==> config.mk <==
export PLATFORM = sky130hd
export DESIGN_NAME = ufc_top
export DESIGN_NICKNAME = d
export VERILOG_FILES = /design/src/core/ufc_pkg.sv /design/src/core/ufc_fifo_if.sv /design/src/core/ufc_top.sv /design/src/core/ufc_fifo.sv
export VERILOG_INCLUDE_DIRS = /design/src /design/src/core
export SDC_FILE = /design/constraint.sdc
export NUM_CORES = 1
export LEC_CHECK = 0
export BUFFER_PORTS_ARGS = -buffer_cell sky130_fd_sc_hd__buf_4
export CORE_MARGIN = 2
export CORE_UTILIZATION = 32
export CTS_CLUSTER_DIAMETER = 60
export DETAILED_ROUTE_END_ITERATION = 6
export GPL_TIMING_DRIVEN = 0
export PLACE_DENSITY = 0.45
export REMOVE_ABC_BUFFERS = 1
export SLEW_MARGIN = 25
export SYNTH_ARGS = -nofsm -noshare
export SYNTH_HDL_FRONTEND = slang
export SYNTH_SLANG_ARGS = --single-unit
==> constraint.sdc <==
create_clock -name clk_i -period 8.2 [get_ports clk_i]
set_input_delay 1.64 -clock clk_i [delete_from_list [all_inputs] [get_ports clk_i]]
set_output_delay 1.64 -clock clk_i [all_outputs]
set_load 0.02 [all_outputs]
==> src/core/ufc_cfg.svh <==
`ifndef UFC_CFG_SVH
`define UFC_CFG_SVH

// Register offsets from the instance base.
`define UFC_OFF_RX_TRIG   8'h20
`define UFC_OFF_MCTL      8'h24
`define UFC_OFF_STATUS    8'h2c
`define UFC_OFF_DATA      8'h30
`define UFC_OFF_DIV       8'h34
`define UFC_OFF_FDELAY    8'h38
`define UFC_OFF_TX_TRIG   8'h44
`define UFC_OFF_ISR       8'h4c
`define UFC_OFF_IMASK     8'h50

// Live status field positions.
`define UFC_ST_TX_NFULL   14
`define UFC_ST_TX_TRIG    13
`define UFC_ST_FDELAY     12
`define UFC_ST_TX_ACT     11
`define UFC_ST_RX_ACT     10
`define UFC_ST_TX_FULL    4
`define UFC_ST_TX_EMPTY   3
`define UFC_ST_RX_FULL    2
`define UFC_ST_RX_EMPTY   1
`define UFC_ST_RX_TRIG    0

// Mode control field positions.
`define UFC_MC_AFC        5
`define UFC_MC_RTS        1

// Interrupt status bit positions.
`define UFC_IRQ_RX_TRIG   0
`define UFC_IRQ_RX_OVR    1
`define UFC_IRQ_TX_OVR    2
`define UFC_IRQ_TX_EMPTY  3

// Reset values and limits.
`define UFC_RST_DIV       8'h0f
`define UFC_RST_RX_TRIG   6'h20
`define UFC_RST_TX_TRIG   6'h20
`define UFC_RST_FDELAY    6'h00
`define UFC_RST_AFC       1'b1
`define UFC_DIV_MIN       8'h04
`define UFC_FD_HYST       6'h04

`endif

==> src/core/ufc_pkg.sv <==
package ufc_pkg;

   typedef logic [7:0]  ufc_addr_t;
   typedef logic [31:0] ufc_word_t;
   typedef logic [7:0]  ufc_byte_t;
   typedef logic [3:0]  ufc_irq_t;

endpackage

==> src/core/ufc_fifo_if.sv <==
`timescale 1ns/1ps
interface ufc_fifo_if #(
   parameter int W  = 8,
   parameter int LW = 7
);
   logic         push;
   logic [W-1:0] wdata;
   logic         pop;
   logic [W-1:0] rdata;
   logic [LW-1:0] level;
   logic         full;
   logic         empty;

   modport store (input push, wdata, pop, output rdata, level, full, empty);
   modport user  (output push, wdata, pop, input rdata, level, full, empty);
endinterface

==> src/core/ufc_top.sv <==
// Added by the designer: the address-and-strobe port.
`timescale 1ns/1ps
`include "ufc_cfg.svh"
module ufc_top #(
   parameter int DEPTH = 64
) (
   // Clock and reset
   input  wire logic              clk_i,
   input  wire logic              nrst_i,
   // Register port
   input  wire ufc_pkg::ufc_addr_t addr_i,
   input  wire ufc_pkg::ufc_word_t wdata_i,
   input  wire logic              wr_i,
   input  wire logic              rd_i,
   output ufc_pkg::ufc_word_t     rdata_o,
   // Framing logic side
   input  wire logic [1:0]        char_len_i,
   input  wire logic              tx_active_i,
   input  wire logic              rx_active_i,
   output ufc_pkg::ufc_byte_t     tx_data_o,
   output logic                   tx_valid_o,
   input  wire logic              tx_ready_i,
   input  wire ufc_pkg::ufc_byte_t rx_data_i,
   input  wire logic              rx_valid_i,
   output logic                   baud_tick_o,
   // Modem line and interrupt
   output logic                   request_to_send_n_out_o,
   output logic                   irq_o
);
   import ufc_pkg::*;

   localparam int LW = $clog2(DEPTH) + 1;
   typedef logic [LW-1:0] ufc_lvl_t;

   ufc_fifo_if #(.W(8), .LW(LW)) txf ();
   ufc_fifo_if #(.W(8), .LW(LW)) rxf ();

   ufc_fifo #(.W(8), .DEPTH(DEPTH)) u_txf (
      .clk_i  (clk_i),
      .nrst_i (nrst_i),
      .f      (txf)
   );

   ufc_fifo #(.W(8), .DEPTH(DEPTH)) u_rxf (
      .clk_i  (clk_i),
      .nrst_i (nrst_i),
      .f      (rxf)
   );

   logic [7:0] div_q;
   logic [5:0] fd_thr_q;
   logic [5:0] tx_lvl_q;
   logic [5:0] rx_lvl_q;
   logic       auto_flow_control_enable_q;
   logic       rts_bit_q;
   ufc_irq_t   isr_q;
   ufc_irq_t   imask_q;
   ufc_word_t  rdata_q;
   ufc_byte_t  tx_data_q;
   logic       tx_valid_q;
   logic [7:0] baud_cnt_q;
   logic       baud_tick_q;
   logic       rts_auto_q;
   logic       rts_n_q;
   logic       irq_q;
   logic       rx_trig_q;
   logic       tx_empty_q;

   // Offsets are relative to the instance base; the fabric strips the base.
   logic sel_rxl;
   logic sel_mctl;
   logic sel_data;
   logic sel_div;
   logic sel_fd;
   logic sel_txl;
   logic sel_isr;
   logic sel_imask;

   assign sel_rxl   = (addr_i == `UFC_OFF_RX_TRIG);
   assign sel_mctl  = (addr_i == `UFC_OFF_MCTL);
   assign sel_data  = (addr_i == `UFC_OFF_DATA);
   assign sel_div   = (addr_i == `UFC_OFF_DIV);
   assign sel_fd    = (addr_i == `UFC_OFF_FDELAY);
   assign sel_txl   = (addr_i == `UFC_OFF_TX_TRIG);
   assign sel_isr   = (addr_i == `UFC_OFF_ISR);
   assign sel_imask = (addr_i == `UFC_OFF_IMASK);

   // Queue levels and the flags derived from them.
   ufc_lvl_t tx_free;
   ufc_lvl_t tx_need;
   logic     tx_nfull;
   logic     tx_trig;
   logic     rx_trig;
   logic     fd_en;
   logic     fd_hit;

   assign tx_free  = ufc_lvl_t'(DEPTH) - txf.level;
   // Code 00 reserves two bytes so a paired write never overflows.
   assign tx_need  = (char_len_i == 2'b00) ? ufc_lvl_t'(2) : ufc_lvl_t'(1);
   assign tx_nfull = (tx_free < tx_need);
   assign tx_trig  = (tx_lvl_q != '0) && (txf.level >= ufc_lvl_t'(tx_lvl_q));
   assign rx_trig  = (rx_lvl_q != '0) && (rxf.level >= ufc_lvl_t'(rx_lvl_q));
   assign fd_en    = (fd_thr_q >= `UFC_FD_HYST);
   assign fd_hit   = fd_en && (rxf.level >= ufc_lvl_t'(fd_thr_q));

   ufc_word_t status;
   always_comb begin
      status                   = '0;
      status[`UFC_ST_TX_NFULL] = tx_nfull;
      status[`UFC_ST_TX_TRIG]  = tx_trig;
      status[`UFC_ST_FDELAY]   = fd_hit;
      status[`UFC_ST_TX_ACT]   = tx_active_i;
      status[`UFC_ST_RX_ACT]   = rx_active_i;
      status[`UFC_ST_TX_FULL]  = txf.full;
      status[`UFC_ST_TX_EMPTY] = txf.empty;
      status[`UFC_ST_RX_FULL]  = rxf.full;
      status[`UFC_ST_RX_EMPTY] = rxf.empty;
      status[`UFC_ST_RX_TRIG]  = rx_trig;
   end

   // The data port pushes the transmit queue and pops the receive queue.
   assign txf.push  = wr_i && sel_data;
   assign txf.wdata = wdata_i[7:0];
   assign rxf.pop   = rd_i && sel_data;
   assign rxf.push  = rx_valid_i;
   assign rxf.wdata = rx_data_i;

   // A one-entry output register keeps the transmit stream on flip-flops.
   logic tx_load;
   assign tx_load = !txf.empty && (!tx_valid_q || tx_ready_i);
   assign txf.pop = tx_load;

   always_ff @(posedge clk_i or negedge nrst_i) begin
      if (!nrst_i) begin
         tx_valid_q <= 1'b0;
         tx_data_q  <= 8'h00;
      end else if (tx_load) begin
         tx_valid_q <= 1'b1;
         tx_data_q  <= txf.rdata;
      end else if (tx_ready_i) begin
         tx_valid_q <= 1'b0;
      end
   end

   // Configuration registers.
   always_ff @(posedge clk_i or negedge nrst_i) begin
      if (!nrst_i) begin
         div_q                      <= `UFC_RST_DIV;
         fd_thr_q                   <= `UFC_RST_FDELAY;
         tx_lvl_q                   <= `UFC_RST_TX_TRIG;
         rx_lvl_q                   <= `UFC_RST_RX_TRIG;
         auto_flow_control_enable_q <= `UFC_RST_AFC;
         rts_bit_q                  <= 1'b0;
         imask_q                    <= '0;
      end else if (wr_i) begin
         // Divider values below the minimum are dropped, not clamped.
         if (sel_div && (wdata_i[7:0] >= `UFC_DIV_MIN)) begin
            div_q <= wdata_i[7:0];
         end
         if (sel_fd) begin
            fd_thr_q <= wdata_i[5:0];
         end
         if (sel_txl) begin
            tx_lvl_q <= wdata_i[5:0];
         end
         if (sel_rxl) begin
            rx_lvl_q <= wdata_i[5:0];
         end
         if (sel_mctl) begin
            auto_flow_control_enable_q <= wdata_i[`UFC_MC_AFC];
            rts_bit_q                  <= wdata_i[`UFC_MC_RTS];
         end
         if (sel_imask) begin
            imask_q <= wdata_i[3:0];
         end
      end
   end

   // Sticky events; a new event in the clearing cycle wins over the clear.
   ufc_irq_t ev;
   ufc_irq_t clr;
   always_comb begin
      ev                    = '0;
      ev[`UFC_IRQ_RX_TRIG]  = rx_trig && !rx_trig_q;
      ev[`UFC_IRQ_RX_OVR]   = rx_valid_i && rxf.full;
      ev[`UFC_IRQ_TX_OVR]   = txf.push && txf.full;
      ev[`UFC_IRQ_TX_EMPTY] = txf.empty && !tx_empty_q;
      clr                   = (wr_i && sel_isr) ? wdata_i[3:0] : '0;
   end

   always_ff @(posedge clk_i or negedge nrst_i) begin
      if (!nrst_i) begin
         isr_q      <= '0;
         irq_q      <= 1'b0;
         rx_trig_q  <= 1'b0;
         tx_empty_q <= 1'b1;
      end else begin
         isr_q      <= (isr_q & ~clr) | ev;
         irq_q      <= |(isr_q & imask_q);
         rx_trig_q  <= rx_trig;
         tx_empty_q <= txf.empty;
      end
   end

   // Read data stand in the cycle after the strobe only.
   ufc_word_t rd_d;
   always_comb begin
      rd_d = '0;
      case (1'b1)
         sel_rxl:   rd_d = {26'h0, rx_lvl_q};
         sel_mctl:  rd_d = {26'h0, auto_flow_control_enable_q, 3'h0, rts_bit_q, 1'b0};
         `UFC_OFF_STATUS == addr_i: rd_d = status;
         sel_data:  rd_d = rxf.empty ? '0 : {24'h0, rxf.rdata};
         sel_div:   rd_d = {24'h0, div_q};
         sel_fd:    rd_d = {26'h0, fd_thr_q};
         sel_txl:   rd_d = {26'h0, tx_lvl_q};
         sel_isr:   rd_d = {28'h0, isr_q};
         sel_imask: rd_d = {28'h0, imask_q};
         default:   rd_d = '0;
      endcase
   end

   always_ff @(posedge clk_i or negedge nrst_i) begin
      if (!nrst_i) begin
         rdata_q <= '0;
      end else begin
         rdata_q <= rd_i ? rd_d : '0;
      end
   end

   // Baud enable; the divider never holds less than four, so no short period.
   always_ff @(posedge clk_i or negedge nrst_i) begin
      if (!nrst_i) begin
         baud_cnt_q  <= 8'h00;
         baud_tick_q <= 1'b0;
      end else if (baud_cnt_q >= div_q - 8'h01) begin
         baud_cnt_q  <= 8'h00;
         baud_tick_q <= 1'b1;
      end else begin
         baud_cnt_q  <= baud_cnt_q + 8'h01;
         baud_tick_q <= 1'b0;
      end
   end

   // Flow delay: deassert at the threshold, reassert four words below it.
   always_ff @(posedge clk_i or negedge nrst_i) begin
      if (!nrst_i) begin
         rts_auto_q <= 1'b0;
      end else if (!fd_en) begin
         rts_auto_q <= 1'b0;
      end else if (rxf.level == ufc_lvl_t'(fd_thr_q)) begin
         rts_auto_q <= 1'b1;
      end else if (rxf.level + ufc_lvl_t'(`UFC_FD_HYST) <= ufc_lvl_t'(fd_thr_q)) begin
         rts_auto_q <= 1'b0;
      end
   end

   always_ff @(posedge clk_i or negedge nrst_i) begin
      if (!nrst_i) begin
         rts_n_q <= 1'b0;
      end else if (auto_flow_control_enable_q) begin
         rts_n_q <= rts_auto_q;
      end else begin
         rts_n_q <= !rts_bit_q;
      end
   end

   assign rdata_o                 = rdata_q;
   assign tx_data_o               = tx_data_q;
   assign tx_valid_o              = tx_valid_q;
   assign baud_tick_o             = baud_tick_q;
   assign request_to_send_n_out_o = rts_n_q;
   assign irq_o                   = irq_q;

   logic rd_st;
   assign rd_st = rd_i && (addr_i == `UFC_OFF_STATUS);
endmodule

==> src/core/ufc_fifo.sv <==
`timescale 1ns/1ps
module ufc_fifo #(
   parameter int W     = 8,
   parameter int DEPTH = 64
) (
   // Clock and reset
   input  wire logic clk_i,
   input  wire logic nrst_i,
   // Queue ports
   ufc_fifo_if.store f
);
   localparam int AW = $clog2(DEPTH);
   localparam logic [AW:0] FULL_CNT = (AW+1)'(DEPTH);

   logic [W-1:0]  mem_q [DEPTH];
   logic [AW-1:0] wp_q;
   logic [AW-1:0] rp_q;
   logic [AW:0]   cnt_q;
   logic          do_push;
   logic          do_pop;

   // A push into a full queue or a pop from an empty one is dropped.
   assign do_push = f.push && (cnt_q != FULL_CNT);
   assign do_pop  = f.pop && (cnt_q != '0);

   always_ff @(posedge clk_i) begin
      if (do_push) begin
         mem_q[wp_q] <= f.wdata;
      end
   end

   always_ff @(posedge clk_i or negedge nrst_i) begin
      if (!nrst_i) begin
         wp_q  <= '0;
         rp_q  <= '0;
         cnt_q <= '0;
      end else begin
         if (do_push) begin
            wp_q <= AW'(wp_q + 1'b1);
         end
         if (do_pop) begin
            rp_q <= AW'(rp_q + 1'b1);
         end
         cnt_q <= (AW+1)'(cnt_q + do_push - do_pop);
      end
   end

   assign f.rdata = mem_q[rp_q];
   assign f.level = cnt_q;
   assign f.full  = (cnt_q == FULL_CNT);
   assign f.empty = (cnt_q == '0);
endmodule

==> summary.txt <==
Status
  • Status: complete, no violations

GRT
  • Tot GR Track Use: 15.75%
  • Number of global-route vias before repair: 24170
  • Largest net degree at the start of global routing: 75
  • Overflow after GRT: 0
  • Initial antenna violation count: 3
  • First-pass GRT wire length: 168200 um

Yosys
  • Top post-synthesis cells by area: edfxtp_1, mux4_2, dfrtp_1
  • Distinct cells, synth: 73
  • EDFF count, synth: 1024
  • Ys Warns: 0
  • Top cells by count, synth: edfxtp_1, mux4_2, nor2_1, dfrtp_1, nand2_1
  • Sequential area share after synthesis: 72.92%
  • Post-synthesis cell count: 2440
  • Top-count cell post-synth: edfxtp_1
  • Synthesized cell area: 45960 um2
  • Yosys top cell area share: 66.91%
  • Main flop type after synthesis: edfxtp_1
  • Post-synth top area cell: edfxtp_1
  • Syn_area_per_cell: 18.83 um2
  • FFs w/ async S/R, synth: 9.700%
  • Number of synthesized register bits: 1134

STA
  • Setup_tns: 0 ps
  • Worst-margin pin slew: 1024 ps
  • Max-slew headroom: 31.51%
  • Peak Freq: 200.2 MHz
  • Min Tclk post-route: 4995 ps
  • RSZ-0062 raised after global routing: false
  • Slew Viols, Final: 0
  • Endpoints failing setup: 0
  • Final hold violations: 0
  • Final Skew: 29.40 ps
  • Crit share post-route: 60.91%

Clock network
  • Setup bufs post-CTS: 0
  • # resized after CTS: 0
  • Clk root buf: clkbuf_16
  • TritonCTS Buffers: 132
  • CTS tree: built
  • Cts hold-fix bufs: 0
  • Clock Latency Late Sink: 760 ps
  • Clock slew at the register clock pins of the worst setup and hold paths: 50 ps
  • CTS HTree Levels: 4
  • Clock sink total: 1134
  • CTS max path bufs: 3

Run
  • MaxCap Viol Count: 0

Min path
  • Hold crit path type: register to register

Power and ir drop
  • VDD IR-drop max: 0.0001718 V
  • Total power: 15680 uW
  • Leakage: 0.01698 uW
  • P per Cell Area: 295.6 nW/um2

Place
  • Placer Congestion: 0.7839
  • Final HPWL from detailed placement: 70360 um
  • # port buffers: 58
  • Dpl cells: 4302

Detailed routing
  • Antenna-violating nets left: 0
  • DR iter-0 viols: 1640
  • Vias/cell: 5.045
  • Drt drc: 0
  • TritonRoute pass-1 iters: 6
  • Vias: 22890
  • Routed wire length: 114800 um
  • Drt wl/cell: 25.31 um

Final layout
  • ANT cells: 0
  • Layout Cells excl Fill: 4538
  • Final net count: 2654
  • Layout area overhead: 15.39%
  • Layout cells sized above 1: 22.81%

Die
  • Core ar.: 143100 um2
  • Die Y: 383.0 um
  • Die W: 383.0 um
  • Initial Util: 32.11%
  • I/O pin count: 102
  • Rows: 139
  • Die area: 146700 um2

Critical path
  • Worst setup SP type: input port
  • Req. time, crit path: 8580 ps
  • Worst path slowest cell: nor2_1
  • Data arrival, critical path: 5370 ps
  • Setup crit end kind: register
  • Crit Path Max Fanout: 8
  • Crit Path Class: input port to register
  • Critical path, cell by cell: buf_4 -> nor4bb_2 -> nand3_1 -> nor2b_1 -> nor2b_1 -> nand3_1 -> nor2_1
  • Slowest stage delay, CP: 950 ps
path summary, 6_finish.rpt:
kind	from	to	slack [ps]	depth (start not counted)
setup / recovery	addr_i[7]	u_txf.mem_q[27][6]	3210	7
hold / removal	rx_trig_q	isr_q[0]	430	1
min in group asynchronous	nrst_i	rdata_o[5]	770	1
hold reg to reg	rx_trig_q	isr_q[0]	430	1
max in group asynchronous	nrst_i	u_txf.rp_q[1]	6640	2
setup reg to reg	u_rxf.f.level[4]	u_rxf.mem_q[47][5]	4080	6
routing by layer:
layer  vias to the layer above  share of wire (%)  track usage (%)
li1                      10020                  -                -
met1                     12210                 43            20.59
met2                       495                 50            26.39
met3                       164                3.8            2.550
met4                         0                2.8            5.913
met5                         -                  0                0
critical path: cells and delay by family:
| family | cells | cell delay [ps] |
|---|---|---|
| buffers and inverters | 1 | 140 |
| and+or+nand+nor | 6 | 3580 |
report_power, final:
part           leakage (uW)  switching (uW)  total [uW]  internal (uW)
logic               0.00430            1660        3050           1390
clock network       0.00209            2350        5810           3460
registers            0.0106             289        6820           6530
placed cells by master (no fill, tap or decap), types with 8 or more instances in the layout:
cell type,n
o21ai_1,8
clkinv_2,16
conb_1,19
nor2_1,183
nor4_1,9
a21oi_1,63
a22o_1,25
inv_1,42
dfrtp_1,94
clkbuf_16,138
o221ai_1,13
buf_16,15
clkinv_1,31
nand2b_1,8
buf_4,57
a22oi_1,18
xnor2_1,27
o21ai_0,18
a221oi_1,18
a31oi_1,10
nand3b_1,8
edfxtp_1,1024
nor2b_1,12
xor2_1,18
dfstp_2,8
nor3_1,11
mux2_2,36
o22ai_1,15
nand2_1,81
mux2i_1,78
clkbuf_1,18
ha_1,61
mux4_2,242
nand3_1,43
bufinv_16,12
a21o_1,11
state kept, by name, indices dropped and copies added, names as in the netlist, 7 cells and up:
| signal | cells |
|---|---|
| baud_cnt_q | 8 |
| div_q | 8 |
| rdata_o | 13 |
| tx_data_o | 8 |
| u_rxf.f.level | 7 |
| u_rxf.mem_q | 512 |
| u_txf.f.level | 7 |
| u_txf.mem_q | 512 |
layout make-up:
class	instances	area (um2)
Inverter	45	168.9
Fill cell	13200	90110
Sequential cell	1134	33540
Multi-Input combinational cell	1139	11640
Clock buffer	156	3521
Tap cell	1903	2381
Timing Repair Buffer	81	1002
Clock inverter	80	775.7
kinds of logic after synthesis:
family | share of synthesized area (%)
fa+ha+maj | 1.748
other cells | 0.008160
xor+xnor | 0.8576
flops | 72.92
buf+inv | 2.020
simple gates | 4.087
mux | 14.44
compound gates | 3.918
stage by stage:
step           worst slack (ps)  hold WS, ps  utilization (%)  instance area (um2)
2_1_floorplan              1625        412.0                -                45260
6_report                   3205        432.4            37.05                53030
3_3_place_gp              -2459        423.3            33.59                48080
3_5_place_dp               2350        433.6            34.04                48720
4_1_cts                    3175        437.5            37.04                53020
5_1_grt                    2926        449.4            37.05                53030
No activity file was read; power rests on OpenSTA's default activity.
